**config.mk**
```make
export PLATFORM = sky130hd
export DESIGN_NAME = cies_top
export DESIGN_NICKNAME = d
export VERILOG_FILES = /design/src/hw/cies_pkg.sv /design/src/hw/cies_top.sv /design/src/hw/cies_err_state.sv
export VERILOG_INCLUDE_DIRS = /design/src /design/src/hw
export SDC_FILE = /design/constraint.sdc
export NUM_CORES = 1
export LEC_CHECK = 0
export BUFFER_PORTS_ARGS = -buffer_cell sky130_fd_sc_hd__buf_2
export CAP_MARGIN = 40
export CORE_MARGIN = 4
export CORE_UTILIZATION = 30
export DETAILED_ROUTE_END_ITERATION = 8
export MAX_ROUTING_LAYER = met4
export PLACE_DENSITY = 0.51
export SLEW_MARGIN = 20
export SYNTH_ARGS = -nofsm -noshare
export SYNTH_HDL_FRONTEND = slang
export SYNTH_SLANG_ARGS = --single-unit
```
**constraint.sdc**
```tcl
create_clock -name clk -period 2.63 [get_ports clk]
set_clock_uncertainty 0.15 [all_clocks]
set_input_delay 0.789 -clock clk [delete_from_list [all_inputs] [get_ports clk]]
set_output_delay 0.789 -clock clk [all_outputs]
set_load 0.01 [all_outputs]
```
**src/hw/cies_map.svh**
```systemverilog
`ifndef CIES_MAP_SVH
`define CIES_MAP_SVH
// register byte offsets on the apb bus
`define CIES_OFF_CODE 8'h00
`define CIES_OFF_ERRCNT 8'h04
`define CIES_OFF_FIFO_PEND 8'h08
`define CIES_OFF_EVT_STATUS 8'h0c
`define CIES_OFF_EVT_CLEAR 8'h10
`define CIES_OFF_EVT_ENABLE 8'h14
`define CIES_OFF_FIFO_ENABLE 8'h18
// field positions
`define CIES_POS_FILTER 8
`define CIES_POS_TEC 8
`define CIES_POS_ERR_FLAGS 16
// interrupt source codes
`define CIES_CODE_NONE 7'h40
`define CIES_CODE_EVT_BASE 7'h41
`define CIES_CODE_FIFO_LAST 7'h1f
`define CIES_CODE_EVT_LAST 7'h48
// error state thresholds and steps
`define CIES_TEC_BUS_OFF 9'h100
`define CIES_ERR_PASSIVE 9'h080
`define CIES_ERR_WARN 9'h060
`define CIES_REC_MAX 9'h0ff
`define CIES_TEC_STEP 9'h008
`define CIES_REC_STEP 9'h001
// reset values
`define CIES_RST_CODE 7'h40
`define CIES_RST_ZERO32 32'h0000_0000
`define CIES_RST_ZERO8 8'h00
`endif

```
**src/hw/cies_pkg.sv**
```systemverilog
`default_nettype none
package cies_pkg;
  // event order in the status, clear and enable registers
  typedef enum logic [2:0] {
    cies_evt_error = 3'b000,
    cies_evt_wakeup = 3'b001,
    cies_evt_rx_overflow = 3'b010,
    cies_evt_addr_error = 3'b011,
    cies_evt_bandwidth = 3'b100,
    cies_evt_timestamp = 3'b101,
    cies_evt_mode_change = 3'b110,
    cies_evt_invalid_msg = 3'b111
  } cies_evt_type;

  // error counter pulses from the protocol engine
  typedef struct packed {
    logic tx_error;
    logic tx_success;
    logic rx_error;
    logic rx_success;
    logic recover;
  } cies_err_in_type;

  // error counters and the states derived from them
  typedef struct packed {
    logic [8:0] tec;
    logic [7:0] rec;
    logic transmitter_bus_off;
    logic transmitter_error_passive;
    logic receiver_error_passive;
    logic transmitter_warning;
    logic receiver_warning;
    logic combined_warning;
  } cies_err_type;

  // whole state of the top module
  typedef struct packed {
    logic pready;
    logic pslverr;
    logic [31:0] prdata;
    logic [7:0] evt_status;
    logic [7:0] evt_enable;
    logic [31:0] fifo_enable;
    logic [31:0] fifo_pending_bits;
    logic [6:0] interrupt_source_code;
    logic [4:0] matched_filter_number;
    logic irq;
  } cies_state_type;
endpackage
`default_nettype wire

```
**src/hw/cies_top.sv**
```systemverilog
// Operation
// five-bit field reports last matched filter number
// fifo interrupt code equals the fifo index
// codes for none, general error, wake-up
// codes for receive overflow, address error
// codes for timestamp, mode change, invalid message
// bus bandwidth error reports code 1000101
// code read-only, never in reserved ranges
// only enabled sources change the code
// fixed priority picks one code among several
// bus-off when transmit count reaches 256
// transmitter passive while transmit count >= 128
// receiver passive while receive count >= 128
// transmitter warning while count in 96..127
// receiver warning while count in 96..127
// combined warning when either side warns
// error counts in bits 15:8 and 7:0
// one pending bit per fifo, enabled only
// unimplemented upper bits read as zero
`include "cies_map.svh"
`default_nettype none
module cies_top
  import cies_pkg::*;
(
  input wire logic clk, // 10 mhz clock
  input wire logic nrst, // async reset, active low
  input wire logic psel, // apb select
  input wire logic penable, // apb access phase
  input wire logic pwrite, // apb direction, high for write
  input wire logic [7:0] paddr, // apb byte address
  input wire logic [31:0] pwdata, // apb write data
  output logic [31:0] prdata, // apb read data
  output logic pready, // apb ready
  output logic pslverr, // apb error, unmapped address
  input wire logic [31:0] fifo_events, // raw fifo interrupt levels
  input wire logic [7:0] sys_events, // one-cycle event pulses, see cies_evt_type
  input wire logic filter_hit_valid, // pulse: a filter matched
  input wire logic [4:0] filter_hit_num, // number of the matching filter
  input wire cies_err_in_type err_in, // error counter pulses
  output logic irq // level interrupt
);
  cies_state_type state;
  cies_state_type next_state;
  cies_err_type err;
  logic wr_en;
  logic rd_setup;
  logic [7:0] evt_clear;
  logic [7:0] evt_live;
  logic [31:0] code_word;
  logic [31:0] errcnt_word;
  logic [31:0] read_word;
  logic addr_ok;

  // counters and error states live in their own module
  cies_err_state u_err (
    .clk(clk),
    .nrst(nrst),
    .err_in(err_in),
    .err(err)
  );

  // one code out of all enabled pending sources; the lowest code wins,
  // so fifo 0 goes first and an invalid message goes last
  function automatic logic [6:0] pick_code(input logic [31:0] fifos, input logic [7:0] evts);
    logic [6:0] code;
    code = `CIES_CODE_NONE;
    for (int i = 7; i >= 0; i--) begin
      if (evts[i]) begin
        code = `CIES_CODE_EVT_BASE + 7'(i);
      end
    end
    for (int i = 31; i >= 0; i--) begin
      if (fifos[i]) begin
        code = 7'(i);
      end
    end
    return code;
  endfunction

  // register decode, shared by read and write
  function automatic logic is_mapped(input logic [7:0] addr);
    return addr == `CIES_OFF_CODE || addr == `CIES_OFF_ERRCNT || addr == `CIES_OFF_FIFO_PEND ||
      addr == `CIES_OFF_EVT_STATUS || addr == `CIES_OFF_EVT_CLEAR || addr == `CIES_OFF_EVT_ENABLE ||
      addr == `CIES_OFF_FIFO_ENABLE;
  endfunction

  // bus strobes: write lands in the access phase, read data is prepared in setup
  assign wr_en = psel & penable & pwrite & state.pready;
  assign rd_setup = psel & ~penable;
  assign addr_ok = is_mapped(paddr);
  assign evt_clear = (wr_en && paddr == `CIES_OFF_EVT_CLEAR) ? pwdata[7:0] : `CIES_RST_ZERO8;

  // readable words; unimplemented bits stay zero
  assign code_word = {19'h0, state.matched_filter_number, 1'b0, state.interrupt_source_code};
  assign errcnt_word = {10'h000, err.transmitter_bus_off, err.transmitter_error_passive,
    err.receiver_error_passive, err.transmitter_warning, err.receiver_warning,
    err.combined_warning, (err.tec[8] ? 8'hff : err.tec[7:0]), err.rec};

  // read mux; the clear register is write-only and reads as zero
  always_comb begin
    case (paddr)
      `CIES_OFF_CODE: read_word = code_word;
      `CIES_OFF_ERRCNT: read_word = errcnt_word;
      `CIES_OFF_FIFO_PEND: read_word = state.fifo_pending_bits;
      `CIES_OFF_EVT_STATUS: read_word = {24'h0, state.evt_status};
      `CIES_OFF_EVT_ENABLE: read_word = {24'h0, state.evt_enable};
      `CIES_OFF_FIFO_ENABLE: read_word = state.fifo_enable;
      default: read_word = `CIES_RST_ZERO32;
    endcase
  end

  // next state of the whole block
  always_comb begin
    next_state = state;
    // ready one cycle after setup gives a fixed zero-wait answer
    next_state.pready = rd_setup;
    next_state.pslverr = rd_setup & ~addr_ok;
    if (rd_setup && !pwrite) begin
      next_state.prdata = read_word;
    end else if (rd_setup) begin
      next_state.prdata = `CIES_RST_ZERO32;
    end
    if (wr_en && paddr == `CIES_OFF_EVT_ENABLE) begin
      next_state.evt_enable = pwdata[7:0];
    end
    if (wr_en && paddr == `CIES_OFF_FIFO_ENABLE) begin
      next_state.fifo_enable = pwdata;
    end
    // a new event beats a clear written in the same cycle
    next_state.evt_status = (state.evt_status & ~evt_clear) | sys_events;
    next_state.fifo_pending_bits = fifo_events & next_state.fifo_enable;
    if (filter_hit_valid) begin
      next_state.matched_filter_number = filter_hit_num;
    end
    // disabled sources are masked before the code is picked
    next_state.interrupt_source_code = pick_code(next_state.fifo_pending_bits,
      next_state.evt_status & next_state.evt_enable);
    next_state.irq = (|next_state.fifo_pending_bits) | (|(next_state.evt_status & next_state.evt_enable));
  end

  always_ff @(posedge clk or negedge nrst) begin
    if (!nrst) begin
      state <= '0;
      state.interrupt_source_code <= `CIES_RST_CODE;
    end else begin
      state <= next_state;
    end
  end

  assign evt_live = state.evt_status & state.evt_enable;
  assign prdata = state.prdata;
  assign pready = state.pready;
  assign pslverr = state.pslverr;
  assign irq = state.irq;

  // checks on the reported code
  a_code_reserved: assert property (@(posedge clk) disable iff (!nrst)
    state.interrupt_source_code <= 7'h1f ||
    (state.interrupt_source_code >= 7'h40 && state.interrupt_source_code <= 7'h48))
    else $error("interrupt code in a reserved range");

  a_code_idle: assert property (@(posedge clk) disable iff (!nrst)
    (state.fifo_pending_bits == 32'h0 && evt_live == 8'h00) |-> state.interrupt_source_code == 7'h40)
    else $error("code not 1000000 with nothing pending");

  a_code_fifo: assert property (@(posedge clk) disable iff (!nrst)
    (state.interrupt_source_code <= 7'h1f) |-> state.fifo_pending_bits[state.interrupt_source_code[4:0]])
    else $error("fifo code without its pending bit");

  a_fifo_first: assert property (@(posedge clk) disable iff (!nrst)
    (state.fifo_pending_bits[0]) |-> state.interrupt_source_code == 7'h00)
    else $error("fifo 0 lost priority");

  a_evt_code: assert property (@(posedge clk) disable iff (!nrst)
    (state.fifo_pending_bits == 32'h0 && evt_live == 8'h80) |-> state.interrupt_source_code == 7'h48)
    else $error("invalid message code wrong");

  a_bandwidth_code: assert property (@(posedge clk) disable iff (!nrst)
    (state.fifo_pending_bits == 32'h0 && evt_live == 8'h10) |-> state.interrupt_source_code == 7'h45)
    else $error("bandwidth code wrong");

  a_disabled_quiet: assert property (@(posedge clk) disable iff (!nrst)
    (state.fifo_pending_bits == 32'h0 && evt_live == 8'h00 && state.evt_status != 8'h00)
    |-> state.interrupt_source_code == 7'h40)
    else $error("disabled source changed the code");

  a_overflow_code: assert property (@(posedge clk) disable iff (!nrst)
    (state.fifo_pending_bits == 32'h0 && evt_live == 8'h0c) |-> state.interrupt_source_code == 7'h43)
    else $error("overflow code wrong");

  // an event code is only legal while its own enabled status bit stands
  a_event_live: assert property (@(posedge clk) disable iff (!nrst)
    (state.interrupt_source_code >= 7'h41 && state.interrupt_source_code <= 7'h48)
    |-> evt_live[state.interrupt_source_code[2:0] - 3'h1])
    else $error("event code without an enabled event");

  a_fifo_before_evt: assert property (@(posedge clk) disable iff (!nrst)
    (state.interrupt_source_code >= 7'h40)
    |-> state.fifo_pending_bits == 32'h0)
    else $error("event code while a fifo is pending");

  a_error_code: assert property (@(posedge clk) disable iff (!nrst)
    (state.fifo_pending_bits == 32'h0 && evt_live[0])
    |-> state.interrupt_source_code == 7'h41)
    else $error("general error code wrong");

  a_wake_code: assert property (@(posedge clk) disable iff (!nrst)
    (state.fifo_pending_bits == 32'h0 && evt_live == 8'h02)
    |-> state.interrupt_source_code == 7'h42)
    else $error("wake-up code wrong");

  a_addr_code: assert property (@(posedge clk) disable iff (!nrst)
    (state.fifo_pending_bits == 32'h0 && evt_live == 8'h08)
    |-> state.interrupt_source_code == 7'h44)
    else $error("address error code wrong");

  a_stamp_code: assert property (@(posedge clk) disable iff (!nrst)
    (state.fifo_pending_bits == 32'h0 && evt_live == 8'h20)
    |-> state.interrupt_source_code == 7'h46)
    else $error("timestamp code wrong");

  a_mode_code: assert property (@(posedge clk) disable iff (!nrst)
    (state.fifo_pending_bits == 32'h0 && evt_live == 8'h40)
    |-> state.interrupt_source_code == 7'h47)
    else $error("mode change code wrong");

  a_filter_field: assert property (@(posedge clk) disable iff (!nrst)
    (psel && !penable && !pwrite && paddr == 8'h00)
    |=> (prdata[12:8] == $past(state.matched_filter_number) && prdata[7] == 1'b0))
    else $error("filter field misplaced");

  // checks on status, pending bits and the bus
  a_event_sticky: assert property (@(posedge clk) disable iff (!nrst)
    sys_events[1] |=> state.evt_status[1] ##1 (state.evt_status[1] || $past(evt_clear[1])))
    else $error("event flag lost");

  a_fifo_pending: assert property (@(posedge clk) disable iff (!nrst)
    (fifo_events[5] && state.fifo_enable[5] && !wr_en) |=> state.fifo_pending_bits[5])
    else $error("enabled fifo not pending");

  a_filter_hit: assert property (@(posedge clk) disable iff (!nrst)
    filter_hit_valid |=> state.matched_filter_number == $past(filter_hit_num))
    else $error("filter number not captured");

  a_upper_zero: assert property (@(posedge clk) disable iff (!nrst)
    (psel && !penable && !pwrite && (paddr == 8'h00 || paddr == 8'h04)) |=> prdata[31:22] == 10'h000)
    else $error("unimplemented bits not zero");

  a_errcnt_layout: assert property (@(posedge clk) disable iff (!nrst)
    (psel && !penable && !pwrite && paddr == 8'h04 && !err.tec[8]) |=>
    prdata[15:0] == {$past(err.tec[7:0]), $past(err.rec)})
    else $error("error counts misplaced");

  a_ready_once: assert property (@(posedge clk) disable iff (!nrst)
    (psel && !penable) |=> pready ##1 (!pready || (psel && !penable && $past(psel))))
    else $error("ready not a single cycle after setup");

  a_unmapped: assert property (@(posedge clk) disable iff (!nrst)
    (psel && !penable && paddr == 8'h20) |=> pslverr && pready)
    else $error("unmapped address accepted");

  a_irq_level: assert property (@(posedge clk) disable iff (!nrst)
    (evt_live != 8'h00) |-> irq)
    else $error("interrupt low with enabled status");

  // register writes land only in the access phase
  a_enable_write: assert property (@(posedge clk) disable iff (!nrst)
    (psel && penable && pwrite && pready && paddr == 8'h14)
    |=> state.evt_enable == $past(pwdata[7:0]))
    else $error("event enable write lost");

  a_fifo_en_write: assert property (@(posedge clk) disable iff (!nrst)
    (psel && penable && pwrite && pready && paddr == 8'h18)
    |=> state.fifo_enable == $past(pwdata))
    else $error("fifo enable write lost");

  a_code_readonly: assert property (@(posedge clk) disable iff (!nrst)
    (psel && penable && pwrite && pready && paddr == 8'h00)
    |=> ($stable(state.evt_enable) && $stable(state.fifo_enable)))
    else $error("write to the code register changed state");

  a_clear_works: assert property (@(posedge clk) disable iff (!nrst)
    (psel && penable && pwrite && pready && paddr == 8'h10 && pwdata[0] && !sys_events[0])
    |=> !state.evt_status[0])
    else $error("status bit not cleared");

  a_set_wins: assert property (@(posedge clk) disable iff (!nrst)
    sys_events[0]
    |=> state.evt_status[0])
    else $error("event lost against a clear");

  // handshake outputs of the slave
  a_ready_in_access: assert property (@(posedge clk) disable iff (!nrst)
    pready
    |-> (psel && penable))
    else $error("ready outside an access phase");

  a_write_reads_zero: assert property (@(posedge clk) disable iff (!nrst)
    (psel && !penable && pwrite)
    |=> prdata == 32'h0000_0000)
    else $error("read data not zero on a write");

  a_unmapped_zero: assert property (@(posedge clk) disable iff (!nrst)
    (psel && !penable && !addr_ok)
    |=> (prdata == 32'h0000_0000 && pslverr))
    else $error("unmapped read not zero with error");

  a_mapped_no_error: assert property (@(posedge clk) disable iff (!nrst)
    (psel && !penable && addr_ok)
    |=> !pslverr)
    else $error("error flagged on a mapped address");

  // interrupt line and fifo pending bits
  a_irq_fifo: assert property (@(posedge clk) disable iff (!nrst)
    (state.fifo_pending_bits != 32'h0)
    |-> irq)
    else $error("interrupt low with a fifo pending");

  a_irq_quiet: assert property (@(posedge clk) disable iff (!nrst)
    (state.fifo_pending_bits == 32'h0 && evt_live == 8'h00)
    |-> !irq)
    else $error("interrupt high with nothing enabled pending");

  a_pending_masked: assert property (@(posedge clk) disable iff (!nrst)
    (state.fifo_pending_bits & ~state.fifo_enable)
    == 32'h0000_0000)
    else $error("disabled fifo shows pending");

  a_pending_drops: assert property (@(posedge clk) disable iff (!nrst)
    !fifo_events[31]
    |=> !state.fifo_pending_bits[31])
    else $error("fifo pending without its event");

  a_filter_hold: assert property (@(posedge clk) disable iff (!nrst)
    !filter_hit_valid
    |=> $stable(state.matched_filter_number))
    else $error("filter number changed without a hit");

  c_fifo_code: cover property (@(posedge clk) disable iff (!nrst) state.interrupt_source_code == 7'h1f);
  c_clear_race: cover property (@(posedge clk) disable iff (!nrst) (evt_clear[0] && sys_events[0]));
  c_wake_code: cover property (@(posedge clk) disable iff (!nrst) state.interrupt_source_code == 7'h42);
  c_read_err: cover property (@(posedge clk) disable iff (!nrst) (pready && !pslverr && paddr == 8'h04));
endmodule
`default_nettype wire

```
**src/hw/cies_err_state.sv**
```systemverilog
`include "cies_map.svh"
`default_nettype none
module cies_err_state
  import cies_pkg::*;
(
  input wire logic clk, // 10 mhz clock
  input wire logic nrst, // async reset, active low
  input wire cies_err_in_type err_in, // counter pulses
  output var cies_err_type err // counters and states
);
  cies_err_type state;
  cies_err_type next_state;
  logic [8:0] tec;
  logic [8:0] rec;

  // counters move first, flags follow the new counts in the same cycle
  always_comb begin
    next_state = state;
    tec = state.tec;
    rec = {1'b0, state.rec};
    if (err_in.recover) begin
      tec = 9'h000;
      rec = 9'h000;
    end else begin
      // bus-off holds the count at its ceiling until recovery
      if (err_in.tx_error) begin
        tec = (tec >= `CIES_TEC_BUS_OFF - `CIES_TEC_STEP) ? `CIES_TEC_BUS_OFF : tec + `CIES_TEC_STEP;
      end else if (err_in.tx_success && tec != 9'h000 && tec < `CIES_TEC_BUS_OFF) begin
        tec = tec - 9'h001;
      end
      if (err_in.rx_error) begin
        rec = (rec >= `CIES_REC_MAX) ? `CIES_REC_MAX : rec + `CIES_REC_STEP;
      end else if (err_in.rx_success && rec != 9'h000) begin
        rec = rec - 9'h001;
      end
    end
    next_state.tec = tec;
    next_state.rec = rec[7:0];
    next_state.transmitter_bus_off = tec >= `CIES_TEC_BUS_OFF;
    next_state.transmitter_error_passive = tec >= `CIES_ERR_PASSIVE;
    next_state.receiver_error_passive = rec >= `CIES_ERR_PASSIVE;
    next_state.transmitter_warning = tec >= `CIES_ERR_WARN && tec < `CIES_ERR_PASSIVE;
    next_state.receiver_warning = rec >= `CIES_ERR_WARN && rec < `CIES_ERR_PASSIVE;
    next_state.combined_warning = next_state.transmitter_warning | next_state.receiver_warning;
  end

  always_ff @(posedge clk or negedge nrst) begin
    if (!nrst) begin
      state <= '0;
    end else begin
      state <= next_state;
    end
  end

  assign err = state;

  a_bus_off_entry: assert property (@(posedge clk) disable iff (!nrst)
    (err_in.tx_error && !err_in.recover && state.tec >= 9'h0f8) |=> state.transmitter_bus_off)
    else $error("bus-off not entered at count 256");
  a_tx_passive: assert property (@(posedge clk) disable iff (!nrst)
    (err_in.tx_error && !err_in.recover && state.tec == 9'h078) |=> state.transmitter_error_passive)
    else $error("transmitter passive flag disagrees with count");
  a_rx_passive: assert property (@(posedge clk) disable iff (!nrst)
    (err_in.rx_error && !err_in.recover && state.rec == 8'h7f) |=> state.receiver_error_passive)
    else $error("receiver passive not entered at 128");
  a_warn_window: assert property (@(posedge clk) disable iff (!nrst)
    state.transmitter_warning |-> (state.tec >= 9'h060 && state.tec <= 9'h07f))
    else $error("transmitter warning outside 96..127");
  a_rx_warn_window: assert property (@(posedge clk) disable iff (!nrst)
    (state.rec >= 8'h60 && state.rec <= 8'h7f) |-> state.receiver_warning)
    else $error("receiver warning missing in 96..127");
  a_any_warning: assert property (@(posedge clk) disable iff (!nrst)
    state.combined_warning == ((state.tec >= 9'h060 && state.tec <= 9'h07f) ||
    (state.rec >= 8'h60 && state.rec <= 8'h7f)))
    else $error("combined warning wrong");
  c_bus_off: cover property (@(posedge clk) disable iff (!nrst) $rose(state.transmitter_bus_off));
endmodule
`default_nettype wire

```
Yosys cells after proc, flatten, opt, wreduce, memory -nomap -nowiden
Index checks and enable logic that the tools add are counted.
{"block": "word_totals", "reg_bits": 150, "in_bits": 96, "out_inout_bits": 35, "word_cells": 129}
{"block": "classes", "n_addsub": 4, "order_cmp": 10, "eq_ne": 6, "muxes": 55, "bitwise_logic": 14, "reduce_logical": 22}
{"operator": "7-bit 2-to-1 mux", "count": 39}
{"operator": "32-bit case mux with 6 select lines", "count": 1}
{"operator": "32-bit 2-to-1 mux", "count": 3}
{"operator": "9-bit 2-to-1 mux", "count": 8}
{"operator": "32-bit bitwise AND", "count": 1}
{"operator": "32-bit OR reduction", "count": 1}
{"operator": "9-bit by 8-bit >= comparator with 1-bit output, second input constant", "count": 3}
{"operator": "8-bit by 5-bit == test with 1-bit output, second input constant", "count": 3}
{"operator": "8-bit 2-to-1 mux", "count": 3}
{"operator": "9-bit by 7-bit >= comparator with 1-bit output, second input constant", "count": 2}
{"operator": "9-bit by 8-bit less-than comparator with 1-bit output, second input constant", "count": 2}
{"operator": "8-bit bitwise AND", "count": 2}
{"operator": "8-bit by 4-bit == test with 1-bit output, second input constant", "count": 2}
{"operator": "8-bit by 1-bit adder with 9-bit output, second input constant", "count": 1}
{"operator": "9-bit by 4-bit adder with 9-bit output, second input constant", "count": 1}
{"operator": "9-bit >= comparator, second input constant", "count": 1}
{"operator": "1-bit logical AND", "count": 9}
{"operator": "9-bit less-than comparator, second input constant", "count": 1}
{"operator": "9-bit nonzero test", "count": 1}
{"operator": "8-bit by 1-bit subtractor with 9-bit output, second input constant", "count": 1}
{"operator": "9-bit by 1-bit subtractor with 9-bit output, second input constant", "count": 1}
{"operator": "8-bit by 3-bit == test with 1-bit output, second input constant", "count": 1}
{"operator": "8-bit >= comparator, second input constant", "count": 1}
{"operator": "8-bit zero test", "count": 1}
{"operator": "other kinds (11)", "count": 22}

Longest topological paths before layout
{"block": "logic_depth", "word_depth": 49, "depth_mapped": 11, "ltp_nobuf": 9}

Hierarchy
From an unflattened synthesis, not the netlist that was laid out.
{"block": "hier_totals", "hier_cells": 862, "area_unflattened_um2": 8169.1}
{"module": "cies_top", "n_inst": 1, "cells_per_inst": 685, "area_per_inst_um2": 6573.8}
{"module": "cies_err_state", "n_inst": 1, "cells_per_inst": 177, "area_per_inst_um2": 1595.3}

Worst setup path before layout
No wires, ideal clock.
{"block": "synth_path", "kind": "input to register", "startpoint": "input port paddr[5]", "endpoint": "register state (netlist bit code_word[0])", "setup_time_ns": 0.135, "arrival_ns": 2.984, "required_ns": 2.345, "path_slack_ns": -0.639, "path_stages": 10, "n_path_buf": 3, "cell_sequence": "or4b_1 buf_2 nor3_2 buf_6 buf_12 mux2i_1 a31oi_1 o211a_1 o311ai_0 a21oi_1"}
{"element": "from (decl)", "line": "cies_top.sv:30", "source": "input wire logic [7:0] paddr,"}
{"element": "to (signal assigned)", "line": "cies_top.sv:146", "source": "state <= next_state;"}
{"element": "to (decl)", "line": "cies_top.sv:42", "source": "cies_state_type state;"}

==> impl_metrics.ini <==
[power_and_ir_drop]
netSwitchingPower_w = 0.00145
p_seq_share_pct = 42.7
p_int_w = 0.00419
switching_share_pct = 25.7
vdd_ir_drop_max_mv = 0.370
total_leakage_power_nw = 5.39
power_frac_comb_pct = 12.7
clockPowerShare_pct = 44.6
power_density_nw_per_um2 = 510

[timing]
tns_ns = -2.08
finalSetupViolCount = 7
rsz0062_at_grt = true
maxSlewHeadroom_pct = 65.6
hold_violations = 0
tightestPinTransition_ns = 0.517
min_period_ns = 2.97
period_share_pct = 113
maxSlewViolCount = 0
max_freq_mhz = 336
fin_ws_ns = -0.343

[placement]
preCtsSetupSlack_ns = -0.855
portBuffers = 130
dp_hpwl_um = 20100
gp_congestion = 0.856

[cells_and_area]
area_growth_pct = 42.4
seq_area_um2 = 3730
multiInputGateArea_um2 = 3990
nFillCells = 2448
final_nets = 1161
final_cell_mix = 163 x nand2_1, 147 x dfrtp_1, 144 x buf_4, 125 x buf_2
num_antenna_cells = 0
final_common_cell = nand2_1
layout-drive-gt1-share_pct = 39.9

[critical_path]
worstPathArrival_ns = 3.12
crit_path_end_kind = flip-flop
r2r_setup_slack_ns = -0.07
critPathLaunch = paddr[2]
reg2reg_to = irq
worstPathCellList = buf_8, or4b_4, nor3_4, buf_12, buf_12, mux2i_4, buf_6, a31oi_4, o211a_1, o311ai_2, a21oi_1
critPathLaunchType = input pin
cp_max_fo = 8
r2r_start = pready
required_ns = 2.78
slowest_delay_ns = 0.57
criticalPathCategory = in2reg
crit_slowest_cell = or4b_4
worst-r2r-cell-count = 9
worst_path_most_repeated_cell = buf_12
crit_end = code_word[0]

[global_route]
grt_pass1_vias = 7134
grt_pass1_wl_um = 40700
grt_util_all_layers_pct = 18.9
grt_antenna_before_repair = 0
grt_max_degree = 50
overflow = 0

[synth]
syn_area_um2 = 7760
synth.area.top_cells = dfrtp_1 48%, nand2_1 7.9%, buf_4 3.2%, mux2i_1 2.8%, a222oi_1 2.7%
syn_nets = 912
synth_warnings = 0
yosys.area.top_type = dfrtp_1
synth_top_area_share_pct = 47.7
async_flop_share_pct = 100
synth_cells = 809
synth-seq-area-share_pct = 48.0
synth-edff-count = 0
synth_ff_type = dfrtp_1
ys_types = 67
avgSynthCellArea_um2 = 9.60
synth.ff_latch_count = 149

[die]
dieArea_um2 = 28500
die_h_um = 169
fp.coreArea_um2 = 25300
die_w_um = 169
num_rows = 58
io-pin-count = 131
initial_core_util_pct = 30.6

[job]
drv_cap = 0

[run_status]
violations = setup timing
outcome = finished, violations left

[clocking]
clk_pin_slew_worst_paths_ns = 0.06
clk_latency_ns = 0.43
cts_buffers = 17
clock_path_buffers = 2
cts_root_buffer = clkbuf_16
clkSinkCount = 149
cts_tree = built
ctsHoldBuffers = 0
cts_max_level = 4

[route]
first_pass_iters = 9
vias = 7100
detail-route-antenna-nets = 0
drc = 0
drt-total-wl_um = 26700
drtIter0Drc = 516
viasPerCell = 5.07
wl_per_cell_um = 19.0

[worst_hold_path]
holdCritPathClass = in2async
## state kept, by name (all words and copies together) (netlist names)
register   cells
u_err.err     23
prdata        32
pslverr        1
irq            1
pready         1
state         80
code_word     11
## through the flow
stage | area (um^2) | utilization, % | power (W) | std cells | hold slack [ns]
2_1_floorplan | 7870 | - | 0.00275 | 809 | 0.301
4_1_cts | 10800 | 42.7 | 0.00568 | 1396 | 0.172
6_report | 11100 | 43.6 | 0.00564 | 1401 | 0.171
5_1_grt | 11100 | 43.6 | 0.00586 | 1401 | 0.187
3_5_place_dp | 9800 | 38.7 | 0.00313 | 1348 | 0.310
3_3_place_gp | 9800 | 38.7 | 0.00313 | 1348 | 0.305
## worst min path at each step
stage | from | end | slack, ns | cells past startpoint
6_report | nrst | u_err.err[18] | 0.17 | 1
5_1_grt | nrst | u_err.err[18] | 0.19 | 1
4_1_cts | nrst | u_err.err[16] | 0.17 | 1
3_5_place_dp | prdata[4] | prdata[4] | 0.31 | 1
3_3_place_gp | prdata[0] | prdata[0] | 0.30 | 1
2_1_floorplan | prdata[0] | prdata[0] | 0.30 | 1
## metal layers
| layer | global-route usage (%) | vias up | share of wire (%) |
|---|---|---|---|
| met1 | 25.9 | 3477 | 47 |
| met4 | 5.54 | 0 | 1.7 |
| met2 | 29.4 | 178 | 47 |
| met3 | 2.80 | 24 | 4.2 |
| li1 | - | 3421 | - |
| met5 | - | - | 0 |
## final cells by class
type	count	area share (%)
clock buffers	20	4.04
well taps	330	3.74
flip-flops and latches	149	33.8
inverters	28	0.951
repair buffers	302	20.0
clock inverters	12	1.39
multi-input cells	560	36.1
## cells by family after synthesis
family | synth area share (%)
simple gates | 19.7
compound gates | 18.2
flops | 48.0
buf+inv | 6.80
mux | 5.25
xor+xnor | 0.790
fa+ha+maj | 1.13
## synth_stat cells (14+ instances only)
cell and count:
a21oi_1 21, a222oi_1 21, a22oi_1 14, buf_4 33, clkbuf_1 33, dfrtp_1 148, inv_1 28, mux2i_1 22
nand2_1 164, nand4_1 15, nor2_1 40, o21ai_0 39, o31ai_1 15
## critical path, delay by kind of cell
kind	cells	cell delay, ns
AO/OA/AOI/OAI	4	0.62
multiplexers	1	0.29
AND/OR/NAND/NOR	2	0.84
buffers and inverters	4	0.58
## power groups by stage
stage,Sequential (W),Clock (W),Combinational [W]
after global routing,0.00241,0.00266,0.000786
after CTS,0.00241,0.00257,0.000701
final,0.00241,0.00252,0.000715
after floorplan,0.00243,0,0.000313
after global placement,0.00245,0,0.000681
after detailed placement,0.00245,0,0.000684
## repair_timing
| item | 4_1_cts | 5_1_grt |
|---|---|---|
| endpoints found under the setup margin | 8 | 21 |
| gates resized for setup | 59 | 48 |
| pin swaps | 14 | 24 |
| gates cloned | 1 | 0 |
| setup buffers | 19 | 10 |
Power figures use the tool's default switching activity.
